<file path="config.mk">
export PLATFORM = sky130hd
export DESIGN_NAME = io_decode_and_restart_vector
export DESIGN_NICKNAME = d
export VERILOG_FILES = /design/src/pkg/io_decode_pkg.sv /design/src/core/io_decode_and_restart_vector.sv /design/src/core/restart_vector_gen.sv
export VERILOG_INCLUDE_DIRS = /design/src /design/src/pkg
export SDC_FILE = /design/constraint.sdc
export NUM_CORES = 1
export LEC_CHECK = 0
export BUFFER_PORTS_ARGS = -buffer_cell sky130_fd_sc_hd__buf_2
export CAP_MARGIN = 0
export CORE_MARGIN = 4
export CORE_UTILIZATION = 49
export CTS_BUF_LIST = sky130_fd_sc_hd__clkbuf_8
export CTS_CLUSTER_DIAMETER = 200
export DETAILED_ROUTE_END_ITERATION = 8
export PLACE_DENSITY = 0.86
export SETUP_SLACK_MARGIN = 0.4
export SYNTH_ARGS = -nofsm -noshare
export SYNTH_HDL_FRONTEND = slang
export SYNTH_SLANG_ARGS = --single-unit
</file>
<file path="constraint.sdc">
create_clock -name i_clk -period 2 [get_ports i_clk]
set_input_delay 0.1 -clock i_clk [delete_from_list [all_inputs] [get_ports i_clk]]
set_output_delay 0.1 -clock i_clk [all_outputs]
set_load 0.1 [all_outputs]
</file>
<file path="src/pkg/io_decode_consts.svh">
`ifndef IO_DECODE_CONSTS_SVH
`define IO_DECODE_CONSTS_SVH

// address bit positions
`define IO_A00_BIT          0
`define IO_A01_BIT          1
`define IO_WSEL_LSB         5
`define IO_WSEL_MSB         7

// read gates: each readable port owns one address line
`define IO_RD_MODEM_BIT     5
`define IO_RD_FLAGS_BIT     6
`define IO_RD_KBD_BIT       7

// port offsets
`define OFS_SERIAL_DATA     8'h00
`define OFS_SERIAL_CMD      8'h01
`define OFS_BAUD_RATE       8'h02
`define OFS_MODEM_BUF       8'h22
`define OFS_BRIGHTNESS      8'h42
`define OFS_FLAGS_BUF       8'h42
`define OFS_NVS_LATCH       8'h62
`define OFS_KBD_TX          8'h82
`define OFS_KBD_RX          8'h82
`define OFS_VIDEO_B         8'hA2
`define OFS_VIDEO_A         8'hC2
`define OFS_GRAPHICS        8'hE2

// codes on address bits 7..5 for the write-only ports
`define WCODE_BAUD          3'h0
`define WCODE_BRIGHT        3'h2
`define WCODE_NVS           3'h3
`define WCODE_KBD_TX        3'h4
`define WCODE_VIDEO_B       3'h5
`define WCODE_VIDEO_A       3'h6
`define WCODE_GRAPHICS      3'h7

// restart opcode: fixed high bits, request field in bits 5..3
`define VEC_FIXED           8'hC7
`define VEC_KBD_BIT         3
`define VEC_RX_BIT          4
`define VEC_VF_BIT          5

// nonvolatile store latch bit that masks the receiver request
`define NVS_RXMASK_BIT      4
`define NVS_RXMASK_RST      1'h0

`endif

</file>
<file path="src/pkg/io_decode_pkg.sv">
package io_decode_pkg;

  // one strobe per write-only port, index order
  typedef enum logic [2:0] {
    WP_BAUD     = 3'h0,
    WP_BRIGHT   = 3'h1,
    WP_NVS      = 3'h2,
    WP_KBD_TX   = 3'h3,
    WP_VIDEO_B  = 3'h4,
    WP_VIDEO_A  = 3'h5,
    WP_GRAPHICS = 3'h6
  } wr_port_t;

  typedef logic [6:0] wr_strobe_t;
  typedef logic [2:0] rd_enable_t;

  typedef enum logic [1:0] {
    ACK_IDLE   = 2'b01,
    ACK_ACTIVE = 2'b10
  } ack_state_t;

endpackage

</file>
<file path="src/core/io_decode_and_restart_vector.sv">
// Notes on behaviour
// serial controller only when A01 low
// A00 picks command/status or data register
// direction taken only from I/O strobes
// write decoder needs A01 high and write
// A07..A05 strobe one of seven ports
// fixed map of seven write-only addresses
// each read port gated by one line
// reads never strobe any write port
// request line follows any of three sources
// processor finishes instruction, then acknowledge fetch
// vector buffer drives bus during acknowledge
// bits 3,4,5 carry keyboard, receiver, vertical
// other bits high, released when inactive
// vector zero never produced by hardware
// store latch bit masks receiver request
// jumper adds transmit-empty on receiver bit
// selects and vector decoded without wait states
`timescale 1ns/1ns
`include "io_decode_consts.svh"

module io_decode_and_restart_vector #(
  parameter bit RX_MASK_BUILD = 1'b1
) (
  input  wire logic                      i_clk,
  input  wire logic                      i_rst_b,
  input  wire logic [7:0]                i_addr,
  input  wire logic                      i_io_rd_b,
  input  wire logic                      i_io_wr_b,
  input  wire logic                      i_int_ack,
  input  wire logic [7:0]                i_data,
  input  wire logic                      i_kbd_irq,
  input  wire logic                      i_rx_irq,
  input  wire logic                      i_vf_irq,
  input  wire logic                      i_tx_empty_irq,
  input  wire logic                      i_tx_empty_irq_jumper,
  output logic                           o_serial_sel,
  output logic                           o_serial_cmd_sel,
  output logic                           o_serial_rd,
  output logic                           o_serial_wr,
  output io_decode_pkg::wr_strobe_t      o_wr_strobe,
  output io_decode_pkg::rd_enable_t      o_rd_en,
  output logic                           o_interrupt_request_line,
  output logic [7:0]                     o_data,
  output logic                           o_data_oe,
  output logic                           o_receiver_irq_mask_bit
);

  function automatic io_decode_pkg::wr_strobe_t wr_decode(input logic [2:0] code);
    io_decode_pkg::wr_strobe_t s;
    s = '0;
    case (code)
      `WCODE_BAUD:     s[io_decode_pkg::WP_BAUD]     = 1'b1;
      `WCODE_BRIGHT:   s[io_decode_pkg::WP_BRIGHT]   = 1'b1;
      `WCODE_NVS:      s[io_decode_pkg::WP_NVS]      = 1'b1;
      `WCODE_KBD_TX:   s[io_decode_pkg::WP_KBD_TX]   = 1'b1;
      `WCODE_VIDEO_B:  s[io_decode_pkg::WP_VIDEO_B]  = 1'b1;
      `WCODE_VIDEO_A:  s[io_decode_pkg::WP_VIDEO_A]  = 1'b1;
      `WCODE_GRAPHICS: s[io_decode_pkg::WP_GRAPHICS] = 1'b1;
      default:         s = '0;
    endcase
    return s;
  endfunction

  // strobes and address
  wire logic       rd_act  = ~i_io_rd_b;
  wire logic       wr_act  = ~i_io_wr_b;
  wire logic       a01     = i_addr[`IO_A01_BIT];
  wire logic [2:0] wsel    = i_addr[`IO_WSEL_MSB:`IO_WSEL_LSB];

  // serial region select
  wire logic serial_sel_nxt = ~a01 & (rd_act | wr_act);
  // R2 register choice by A00
  wire logic serial_cmd_nxt = serial_sel_nxt & i_addr[`IO_A00_BIT];
  // direction from strobes; a read masks a stray write
  wire logic serial_rd_nxt  = ~a01 & rd_act;
  wire logic serial_wr_nxt  = ~a01 & wr_act & ~rd_act;

  // write decoder enable, held off during any read
  wire logic wdec_en = a01 & wr_act & ~rd_act;
  // one-hot port strobe
  wire io_decode_pkg::wr_strobe_t wr_strobe_nxt = wdec_en ? wr_decode(wsel) : '0;

  // one address line per readable port
  wire logic rd_gate = a01 & rd_act;
  wire io_decode_pkg::rd_enable_t rd_en_nxt = rd_gate ?
    {i_addr[`IO_RD_KBD_BIT], i_addr[`IO_RD_FLAGS_BIT], i_addr[`IO_RD_MODEM_BIT]} : '0;

  // nonvolatile store latch, only the receiver mask bit is kept here
  logic nvs_mask_r;
  wire logic nvs_wr   = wr_strobe_nxt[io_decode_pkg::WP_NVS];
  wire logic nvs_mask_nxt = nvs_wr ? i_data[`NVS_RXMASK_BIT] : nvs_mask_r;

  // mask only in the build that fits it
  wire logic rx_masked = RX_MASK_BUILD & nvs_mask_r;
  // transmit-empty shares the receiver bit when jumpered
  wire logic rx_req = (i_rx_irq & ~rx_masked) | (i_tx_empty_irq & i_tx_empty_irq_jumper);

  // request field is frozen while acknowledge stands so a source dropping
  // mid-cycle cannot tear the opcode on the bus
  io_decode_pkg::ack_state_t ack_st_r;
  io_decode_pkg::ack_state_t ack_st_nxt;
  logic [2:0]                req_hold_r;
  logic [2:0]                req_hold_nxt;
  wire logic [2:0]           req_live = {i_vf_irq, rx_req, i_kbd_irq};

  always_comb begin
    ack_st_nxt   = ack_st_r;
    req_hold_nxt = req_hold_r;
    case (ack_st_r)
      io_decode_pkg::ACK_IDLE: begin
        req_hold_nxt = req_live;
        if (i_int_ack) begin
          ack_st_nxt = io_decode_pkg::ACK_ACTIVE;
        end
      end
      io_decode_pkg::ACK_ACTIVE: begin
        if (!i_int_ack) begin
          ack_st_nxt   = io_decode_pkg::ACK_IDLE;
          req_hold_nxt = req_live;
        end
      end
      default: begin
        ack_st_nxt   = io_decode_pkg::ACK_IDLE;
        req_hold_nxt = req_live;
      end
    endcase
  end

  // first acknowledge cycle uses the live pattern, later ones the frozen one
  wire logic [2:0] req_vec = (ack_st_r == io_decode_pkg::ACK_ACTIVE) ? req_hold_r : req_live;

  logic [7:0] opcode;
  logic       any_req;

  // opcode with request field
  restart_vector_gen u_vector (
    .i_kbd_req (req_vec[0]),
    .i_rx_req  (req_vec[1]),
    .i_vf_req  (req_vec[2]),
    .o_opcode  (opcode),
    .o_any_req (any_req)
  );

  // drive only on acknowledge with a request present; vector 00H
  // would restart the firmware, so an empty field leaves the bus alone
  wire logic vec_oe_nxt = i_int_ack & any_req;
  // released lines read back as zero from this side
  wire logic [7:0] vec_data_nxt = vec_oe_nxt ? opcode : 8'h00;
  // request gate
  wire logic irq_nxt = |req_live;

  // one register stage, well inside any processor bus cycle
  always_ff @(posedge i_clk or negedge i_rst_b) begin
    if (!i_rst_b) begin
      o_serial_sel     <= 1'b0;
      o_serial_cmd_sel <= 1'b0;
      o_serial_rd      <= 1'b0;
      o_serial_wr      <= 1'b0;
      o_wr_strobe      <= '0;
      o_rd_en          <= '0;
    end else begin
      o_serial_sel     <= serial_sel_nxt;
      o_serial_cmd_sel <= serial_cmd_nxt;
      o_serial_rd      <= serial_rd_nxt;
      o_serial_wr      <= serial_wr_nxt;
      o_wr_strobe      <= wr_strobe_nxt;
      o_rd_en          <= rd_en_nxt;
    end
  end

  always_ff @(posedge i_clk or negedge i_rst_b) begin
    if (!i_rst_b) begin
      o_interrupt_request_line <= 1'b0;
      o_data                   <= 8'h00;
      o_data_oe                <= 1'b0;
      ack_st_r                 <= io_decode_pkg::ACK_IDLE;
      req_hold_r               <= 3'h0;
    end else begin
      o_interrupt_request_line <= irq_nxt;
      o_data                   <= vec_data_nxt;
      o_data_oe                <= vec_oe_nxt;
      ack_st_r                 <= ack_st_nxt;
      req_hold_r               <= req_hold_nxt;
    end
  end

  // mask latched from data bus
  always_ff @(posedge i_clk or negedge i_rst_b) begin
    if (!i_rst_b) begin
      nvs_mask_r              <= `NVS_RXMASK_RST;
      o_receiver_irq_mask_bit <= `NVS_RXMASK_RST;
    end else begin
      nvs_mask_r              <= nvs_mask_nxt;
      o_receiver_irq_mask_bit <= nvs_mask_nxt;
    end
  end
endmodule

</file>
<file path="src/core/restart_vector_gen.sv">
`timescale 1ns/1ns
`include "io_decode_consts.svh"

module restart_vector_gen (
  input  wire logic       i_kbd_req,
  input  wire logic       i_rx_req,
  input  wire logic       i_vf_req,
  output logic [7:0]      o_opcode,
  output logic            o_any_req
);

  logic [7:0] field;

  assign field = {2'h0, i_vf_req, i_rx_req, i_kbd_req, 3'h0};
  // request field overrides nothing else: fixed bits are all ones outside it
  assign o_opcode  = `VEC_FIXED | field;
  assign o_any_req = i_kbd_req | i_rx_req | i_vf_req;

endmodule

</file>
==> metrics.md, run 1 <==
| Metric | Value |
|---|---|
| Filler cells | `approximately 130` |
| CP endpoint kind | `primary output` |
| Die Span X | `between 50 and 60 um` |
| Sw Share | `between 30% and 40%` |
| Final setup viols | `0` |
| Reg power frac | `46.0%` |
| Logic pwr share | `32.3%` |
| Root buf cell | `clkbuf_8` |
| CTS HTree Levels | `1` |
| Post-synthesis register bit count | `25` |
| Initial Util | `~54%` |
| Place WS | `0.802 ns` |
| Crit-path leading delay family | `buffers and inverters` |
| Crit-path cells | `buf_2` |
| Die span in y | `52.1 um` |
| Psw | `511 uW` |
| IO Count | `between 50 and 60` |
| Final Util | `67.2%` |
| Post-synth cell types | `25` |
| Fin crit period | `1.20 ns` |
| Fin crit share | `60.2%` |
| Vias | `roughly 650` |
| Worst Path Required | `1.90 ns` |
| Worst Max-Slew Pin Slew | `roughly 0.52 ns` |
| Worst slew margin relative to its limit | `between 60 and 70%` |
| Int Power | `787 uW` |
| Worst path max stage delay | `0.45 ns` |
| PD cells | `roughly 1100 nW/um^2` |
| Crit Path Max Fanout | `6` |
| Worst-path clk slew | `0.08 ns` |
| DR DRC count | `0` |
| Final hold vios | `0` |
| Critical path arrival | `1.10 ns` |
| Clock Sinks | `25` |
| Vias in the first global route | `644` |
| Status | `completed` |
| Drt wl/cell | `12.2 um` |
| Final Skew | `0.00555 ns` |
| Pin count of the biggest net entering global routing | `26` |
| Synth Instances | `73` |
| WP buf/inv | `1` |
| Mapped cell area | `955 sq um` |
| DP Wirelength | `1330 um` |
| # nets final | `139` |
| Post-route cell area | `1200 sq um` |
| Overall power consumption | `1.30 mW` |
| DIE AREA | `2720 sq um` |
| Static Leak | `0.639 nW` |
| Mean area per synthesized cell | `13.1 sq um` |
| Placer Congestion | `~0.83` |
| Maximum vdd drop | `634 uV` |
| Total Routing Usage GR | `14.0%` |
| Worst Hold Class | `primary input to flop` |
| Kind of critical path | `flop to primary output` |
| Drt via density | `~4.7` |
| Max Cap Violations | `0` |
| Grt total ovfl | `0` |
| Final worst slack | `0.795 ns` |
| Pre-antenna DRT Iters | `4` |
| CTS tree | `yes` |
| Clock Power Share | `21.6%` |
| Syn_nets | `99` |
| Core Area | `1780 sq um` |
| Buffers added on ports | `40` |
| Detail Route Antenna Nets | `0` |
| Clk Latency, worst-skew pair | `between 0.2 and 0.3 ns` |
| Share of layout cells above drive strength 1 | `42.9%` |
| Initial antenna violation count | `0` |
| Final Max Tran Viols | `0` |
| Iteration-0 DRC count of the detailed router | `4` |
| Syn-to-layout area delta | `25.6%` |
| FP Rows | `15` |
| Yosys warning count | `0` |
| Final TNS setup | `0 ns` |
| CTS Buffer Depth | `2` |
| DP Area | `1140 sq um` |
| Num CTS Buffers | `3` |
| FMAX | `830 MHz` |
| Sequential area share after synthesis | `65.7%` |
| Global-route wire length before repair | `2740 um` |
| Ant diodes | `0` |
| Crit-path slowest cell | `buf_2` |
| Critical path launch point type | `flop` |
| RSZ-0062 raised after global routing | `no` |
| Total routed wirelength | `between 1500 and 2000 um` |
-- power by group through the flow --
stage	clock (mW)	combinational [mW]	sequential [mW]
6_report	0.281	0.419	0.598
2_1_floorplan	0	0.183	0.774
5_1_grt	0.305	0.443	0.604
3_3_place_gp	0	0.413	0.602
3_5_place_dp	0	0.421	0.606
4_1_cts	0.289	0.423	0.598
-- kinds of logic after synthesis --
kind of cell | Yosys count | synth area share (%)
AO/OA/AOI/OAI | 6 | 4.20
multiplexers | 5 | 5.64
AND/OR/NAND/NOR | 27 | 18.0
XOR/XNOR | 1 | 0.918
buffers and inverters | 9 | 5.64
flip-flops | 25 | 65.7
-- stage by stage --
stage	std cells	hold slack [ns]
after floorplan	73	-0.196
after global placement	132	0.0989
after detailed placement	132	0.108
after CTS	137	0.0172
after global routing	137	0.0187
final	137	0.0178
-- cells in the mapped netlist, drive strengths merged --
cell type | n | area, sq um
nand2b | 2 | 12.5
dfstp | 1 | 26.3
mux2i | 2 | 20.0
nand2 | 2 | 7.51
nor2 | 10 | 45.0
nand3b | 1 | 7.51
xor2 | 1 | 8.76
buf | 6 | 42.5
nor3b | 2 | 15.0
a31oi | 1 | 6.26
a21oi | 2 | 10.0
a211oi | 1 | 7.51
and2 | 5 | 31.3
nor2b | 1 | 6.26
o41ai | 1 | 8.76
nor3 | 2 | 10.0
a22oi | 1 | 7.51
dfrtp | 24 | 601
mux2 | 3 | 33.8
nand4bb | 1 | 27.5
inv | 3 | 11.3
nand4b | 1 | 8.76
-- registers in the layout, summed over array words and instances (netlist names) --
register	count
ack_st_r	2
nvs_mask_r	1
o_data	4
o_interrupt_request_line	1
o_rd_en	3
o_serial_cmd_sel	1
o_serial_rd	1
o_serial_sel	1
o_serial_wr	1
o_wr_strobe	7
req_hold_r	3
-- layout make-up --
class | instances | area, sq um | area share (%)
Clock buffer | 3 | 41.3 | 3.44
Clock inverter | 1 | 3.75 | 0.313
Inverter | 3 | 11.3 | 0.939
Multi-Input combinational cell | 39 | 274 | 22.9
Sequential cell | 25 | 627 | 52.3
Tap cell | 25 | 31.3 | 2.61
Timing Repair Buffer | 41 | 210 | 17.5
-- layer usage --
| layer | track usage (%) | share of wire (%) |
|---|---|---|
| met5 | 0 | 0 |
| met4 | 8.94 | 2.7 |
| met3 | 2.87 | 10 |
| met2 | 24.3 | 50 |
| met1 | 15.4 | 37 |
-- placed cells by master (no fill, tap or decap), types with 3 or more instances in the layout --
| cell type | n |
|---|---|
| nor2_1 | 9 |
| buf_2 | 40 |
| dfrtp_1 | 24 |
| and2_1 | 5 |
| inv_1 | 4 |
| clkbuf_8 | 3 |
-- final timing paths --
kind / slack, ns / cells after the start / to / from
worst max-delay path: 0.80 / 1 / o_data[1] / o_data[6]
worst min-delay path: 0.02 / 2 / o_serial_wr / i_io_wr_b
worst max register to register: 0.80 / 3 / o_data[3] / ack_st_r[0]
worst min register to register: 0.53 / 1 / nvs_mask_r / nvs_mask_r
max in group asynchronous: 1.30 / 2 / ack_st_r[0] / i_rst_b
min in group asynchronous: 0.34 / 2 / o_wr_strobe[3] / i_rst_b
-- repair_timing --
action,CTS,global route
endpoints found under the hold margin,24,0
gates resized for setup,0,0
hold buffers,1,0
buffers inserted,0,0
Power figures use the tool's default switching activity.
==> run 2, diff against run 1 <==
--- a/config.mk
+++ b/config.mk
@@ -9,11 +9,11 @@
 export BUFFER_PORTS_ARGS = -buffer_cell sky130_fd_sc_hd__buf_2
 export CAP_MARGIN = 0
 export CORE_MARGIN = 4
-export CORE_UTILIZATION = 49
+export CORE_UTILIZATION = 41
 export CTS_BUF_LIST = sky130_fd_sc_hd__clkbuf_8
 export CTS_CLUSTER_DIAMETER = 200
 export DETAILED_ROUTE_END_ITERATION = 8
-export PLACE_DENSITY = 0.86
+export PLACE_DENSITY = 0.77
 export SETUP_SLACK_MARGIN = 0.4
 export SYNTH_ARGS = -nofsm -noshare
 export SYNTH_HDL_FRONTEND = slang
==> constraint.sdc (replaced) <==
create_clock -name i_clk -period 1 [get_ports i_clk]
set_input_delay 0.05 -clock i_clk [delete_from_list [all_inputs] [get_ports i_clk]]
set_output_delay 0.05 -clock i_clk [all_outputs]
set_load 0.1 [all_outputs]
==> metrics.md, run 2 (synthesis gave the netlist of run 1 again) <==
| Metric | Value |
|---|---|
| Status | `finished, violations left (was completed)` |
| Failing checks | `negative hold slack, negative setup slack` |
| Most frequent cells in the layout | `25 x buf_12, 20 x dfrtp_4, 14 x buf_2 (was 40 x buf_2, 24 x dfrtp_1, 9 x nor2_1)` |
| Die span in y | `56.3 um (was 52.1 um)` |
| Grt total ovfl | `0 (unchanged)` |
| CTS Buffer Depth | `2 (unchanged)` |
| DP Cell Count | `138 (was 132)` |
| RSZ-0062 raised after global routing | `yes (was no)` |
| Non-filler cells, final | `142 (was 137)` |
| Die Span X | `56.3 um (was 52.1 um)` |
| Final Util | `77.9% (was 67.2%)` |
| Placer Congestion | `0.663 (was 0.835)` |
| Iteration-0 DRC count of the detailed router | `9 (was 4)` |
| Clock Sinks | `25 (unchanged)` |
| DP Wirelength | `1760 um (was 1330 um)` |
| PD cells | `1760 nW/um^2 (was 1080 nW/um^2)` |
| Crit Path Max Fanout | `3 (was 6)` |
| Detail Route Antenna Nets | `0 (unchanged)` |
| Met1 WL | `826 um (was 615 um)` |
| Drt via density | `4.85 (was 4.71)` |
| Total Routing Usage GR | `15.3% (was 14.0%)` |
| Fin crit share | `116%` |
| Worst Hold Class | `primary input to asynchronous set/reset pin (was primary input to flop)` |
| CTS tree | `yes (unchanged)` |
| Clk Latency, worst-skew pair | `0.26 ns (about the same)` |
| Pre-antenna DRT Iters | `4 (unchanged)` |
| Pin count of the biggest net entering global routing | `26 (unchanged)` |
| Critical path arrival | `1.31 ns (was 1.10 ns)` |
| CTS HTree Levels | `1 (unchanged)` |
| DIE AREA | `3160 sq um (was 2720 sq um)` |
| DR DRC count | `0 (unchanged)` |
| Num CTS Buffers | `3 (unchanged)` |
| Worst-path clk slew | `0.08 ns (about the same)` |
| Root buf cell | `clkbuf_8 (unchanged)` |
| Overall power consumption | `3.03 mW (was 1.30 mW)` |
| Static Leak | `0.740 nW (was 0.639 nW)` |
| Share of layout cells above drive strength 1 | `71.9% (was 42.9%)` |
| Final TNS setup | `-1.20 ns (was 0 ns)` |
| Metal3 WL | `136 um (was 169 um)` |
| CP endpoint kind | `flop (was primary output)` |
| Worst Hold Slack | `-0.248 ns (was 0.0178 ns)` |
| Total routed wirelength | `2290 um (was 1680 um)` |
| FMAX | `approximately 860 MHz` |
| Post-CTS Setup Bufs | `0 (unchanged)` |
| Max FFs per register | `7 (unchanged)` |
| Buffers added on ports | `40 (unchanged)` |
| Worst Path Required | `1.15 ns (was 1.90 ns)` |
| DP Area | `1640 sq um (was 1140 sq um)` |
| Final hold vios | `25 (was 0)` |
| Reg2reg path depth | `2 (was 3)` |
| Fin crit period | `1.16 ns` |
| Initial antenna violation count | `0 (unchanged)` |
| Commonest non-fill, non-tap cell in the layout | `buf_12 (was buf_2)` |
| WL met2 | `1250 um (was 847 um)` |
| Reg with most FFs | `o_wr_strobe (unchanged)` |
| Final Max Tran Viols | `0 (unchanged)` |
| Post-route cell area | `1720 sq um (was 1200 sq um)` |
| Worst slew margin relative to its limit | `65.0% (was 65.2%)` |
| Drt wl/cell | `16.1 um (was 12.2 um)` |
| Initial Util | `43.2% (was 53.5%)` |
| Final worst slack | `-0.162 ns (was 0.795 ns)` |
| DR top layer | `met4 (unchanged)` |
| Ant diodes | `0 (unchanged)` |
| Global-route wire length before repair | `3660 um (was 2740 um)` |
| Final setup viols | `14 (was 0)` |
| Core Area | `2210 sq um (was 1780 sq um)` |
| Vias | `688 (was 645)` |
| Worst Max-Slew Pin Slew | `0.525 ns (was 0.522 ns)` |
| Final Skew | `0.00273 ns (was 0.00555 ns)` |
| Syn-to-layout area delta | `80.6% (was 25.6%)` |
| IO Count | `51 (unchanged)` |
| FP Rows | `17 (was 15)` |
| Vias in the first global route | `757 (was 644)` |
| Critical path launch point type | `flop (unchanged)` |
| Max Cap Violations | `0 (unchanged)` |
| Kind of critical path | `flop to flop (was flop to primary output)` |
| Maximum vdd drop | `1440 uV (was 634 uV)` |
| # nets final | `141 (was 139)` |
| Top Registers | `o_wr_strobe (7), o_data (4) (unchanged)` |
run 2: cell types whose count changed in the layout (fill, tap and decap cells not counted), moves of 3 or more:
cell / previous run / this run
buf_2: 40 / 14
buf_12: 0 / 25
dfrtp_1: 24 / 3
dfrtp_4: 0 / 20
mux2_4: 0 / 3
run 2: metrics by stage:
| step | hold WS, ns | setup slack (ns) |
|---|---|---|
| floorplan | -0.246 | -0.132 |
| global placement | 0.0481 | -0.108 |
| detailed placement | 0.0570 | -0.230 |
| CTS | -0.233 | -0.141 |
| global route | -0.221 | -0.184 |
| finish | -0.248 | -0.162 |
run 2: path summary, 6_finish.rpt:
path                                from          endpoint  slack (ns)
max                          ack_st_r[0]     req_hold_r[0]       -0.16
min                              i_rst_b       o_serial_wr       -0.25
max reg2reg                  ack_st_r[0]     req_hold_r[0]       -0.16
min reg2reg                req_hold_r[2]     req_hold_r[2]        0.59
max in group asynchronous        i_rst_b       o_serial_rd        0.85
min in group i_clk             i_addr[0]  o_serial_cmd_sel       -0.01
run 2: timing repair:
action                     4_1_cts  5_1_grt
setup endpoints to repair       37       38
gates resized for setup          2        8
pin swaps                        1        3
hold endpoints to repair        25       25
run 2: metal layers:
layer,GRT usage (%),vias to the layer above
li1,-,319
met3,4.14,8
met1,16.1,329
met5,0,-
met4,7.12,0
met2,28.0,32
run 2: area by class of cell:
class / instances / area (sq um)
Fill cell: 143 / 488
Inverter: 3 / 11.3
Sequential cell: 25 / 703
Clock inverter: 1 / 5.00
Clock buffer: 3 / 41.3
Tap cell: 28 / 35.0
Multi-Input combinational cell: 39 / 320
Timing Repair Buffer: 43 / 608
run 2: power by group:
group | total (mW) | internal (mW) | switching [mW]
registers | 1.29 | 1.16 | 0.133
logic | 1.16 | 0.455 | 0.707
clock network | 0.574 | 0.278 | 0.296
run 2: worst max-delay path, stage by stage (launching register included):
cell      delay (ns)
dfstp_2         0.54
nand3b_1        0.19
mux2_4          0.32
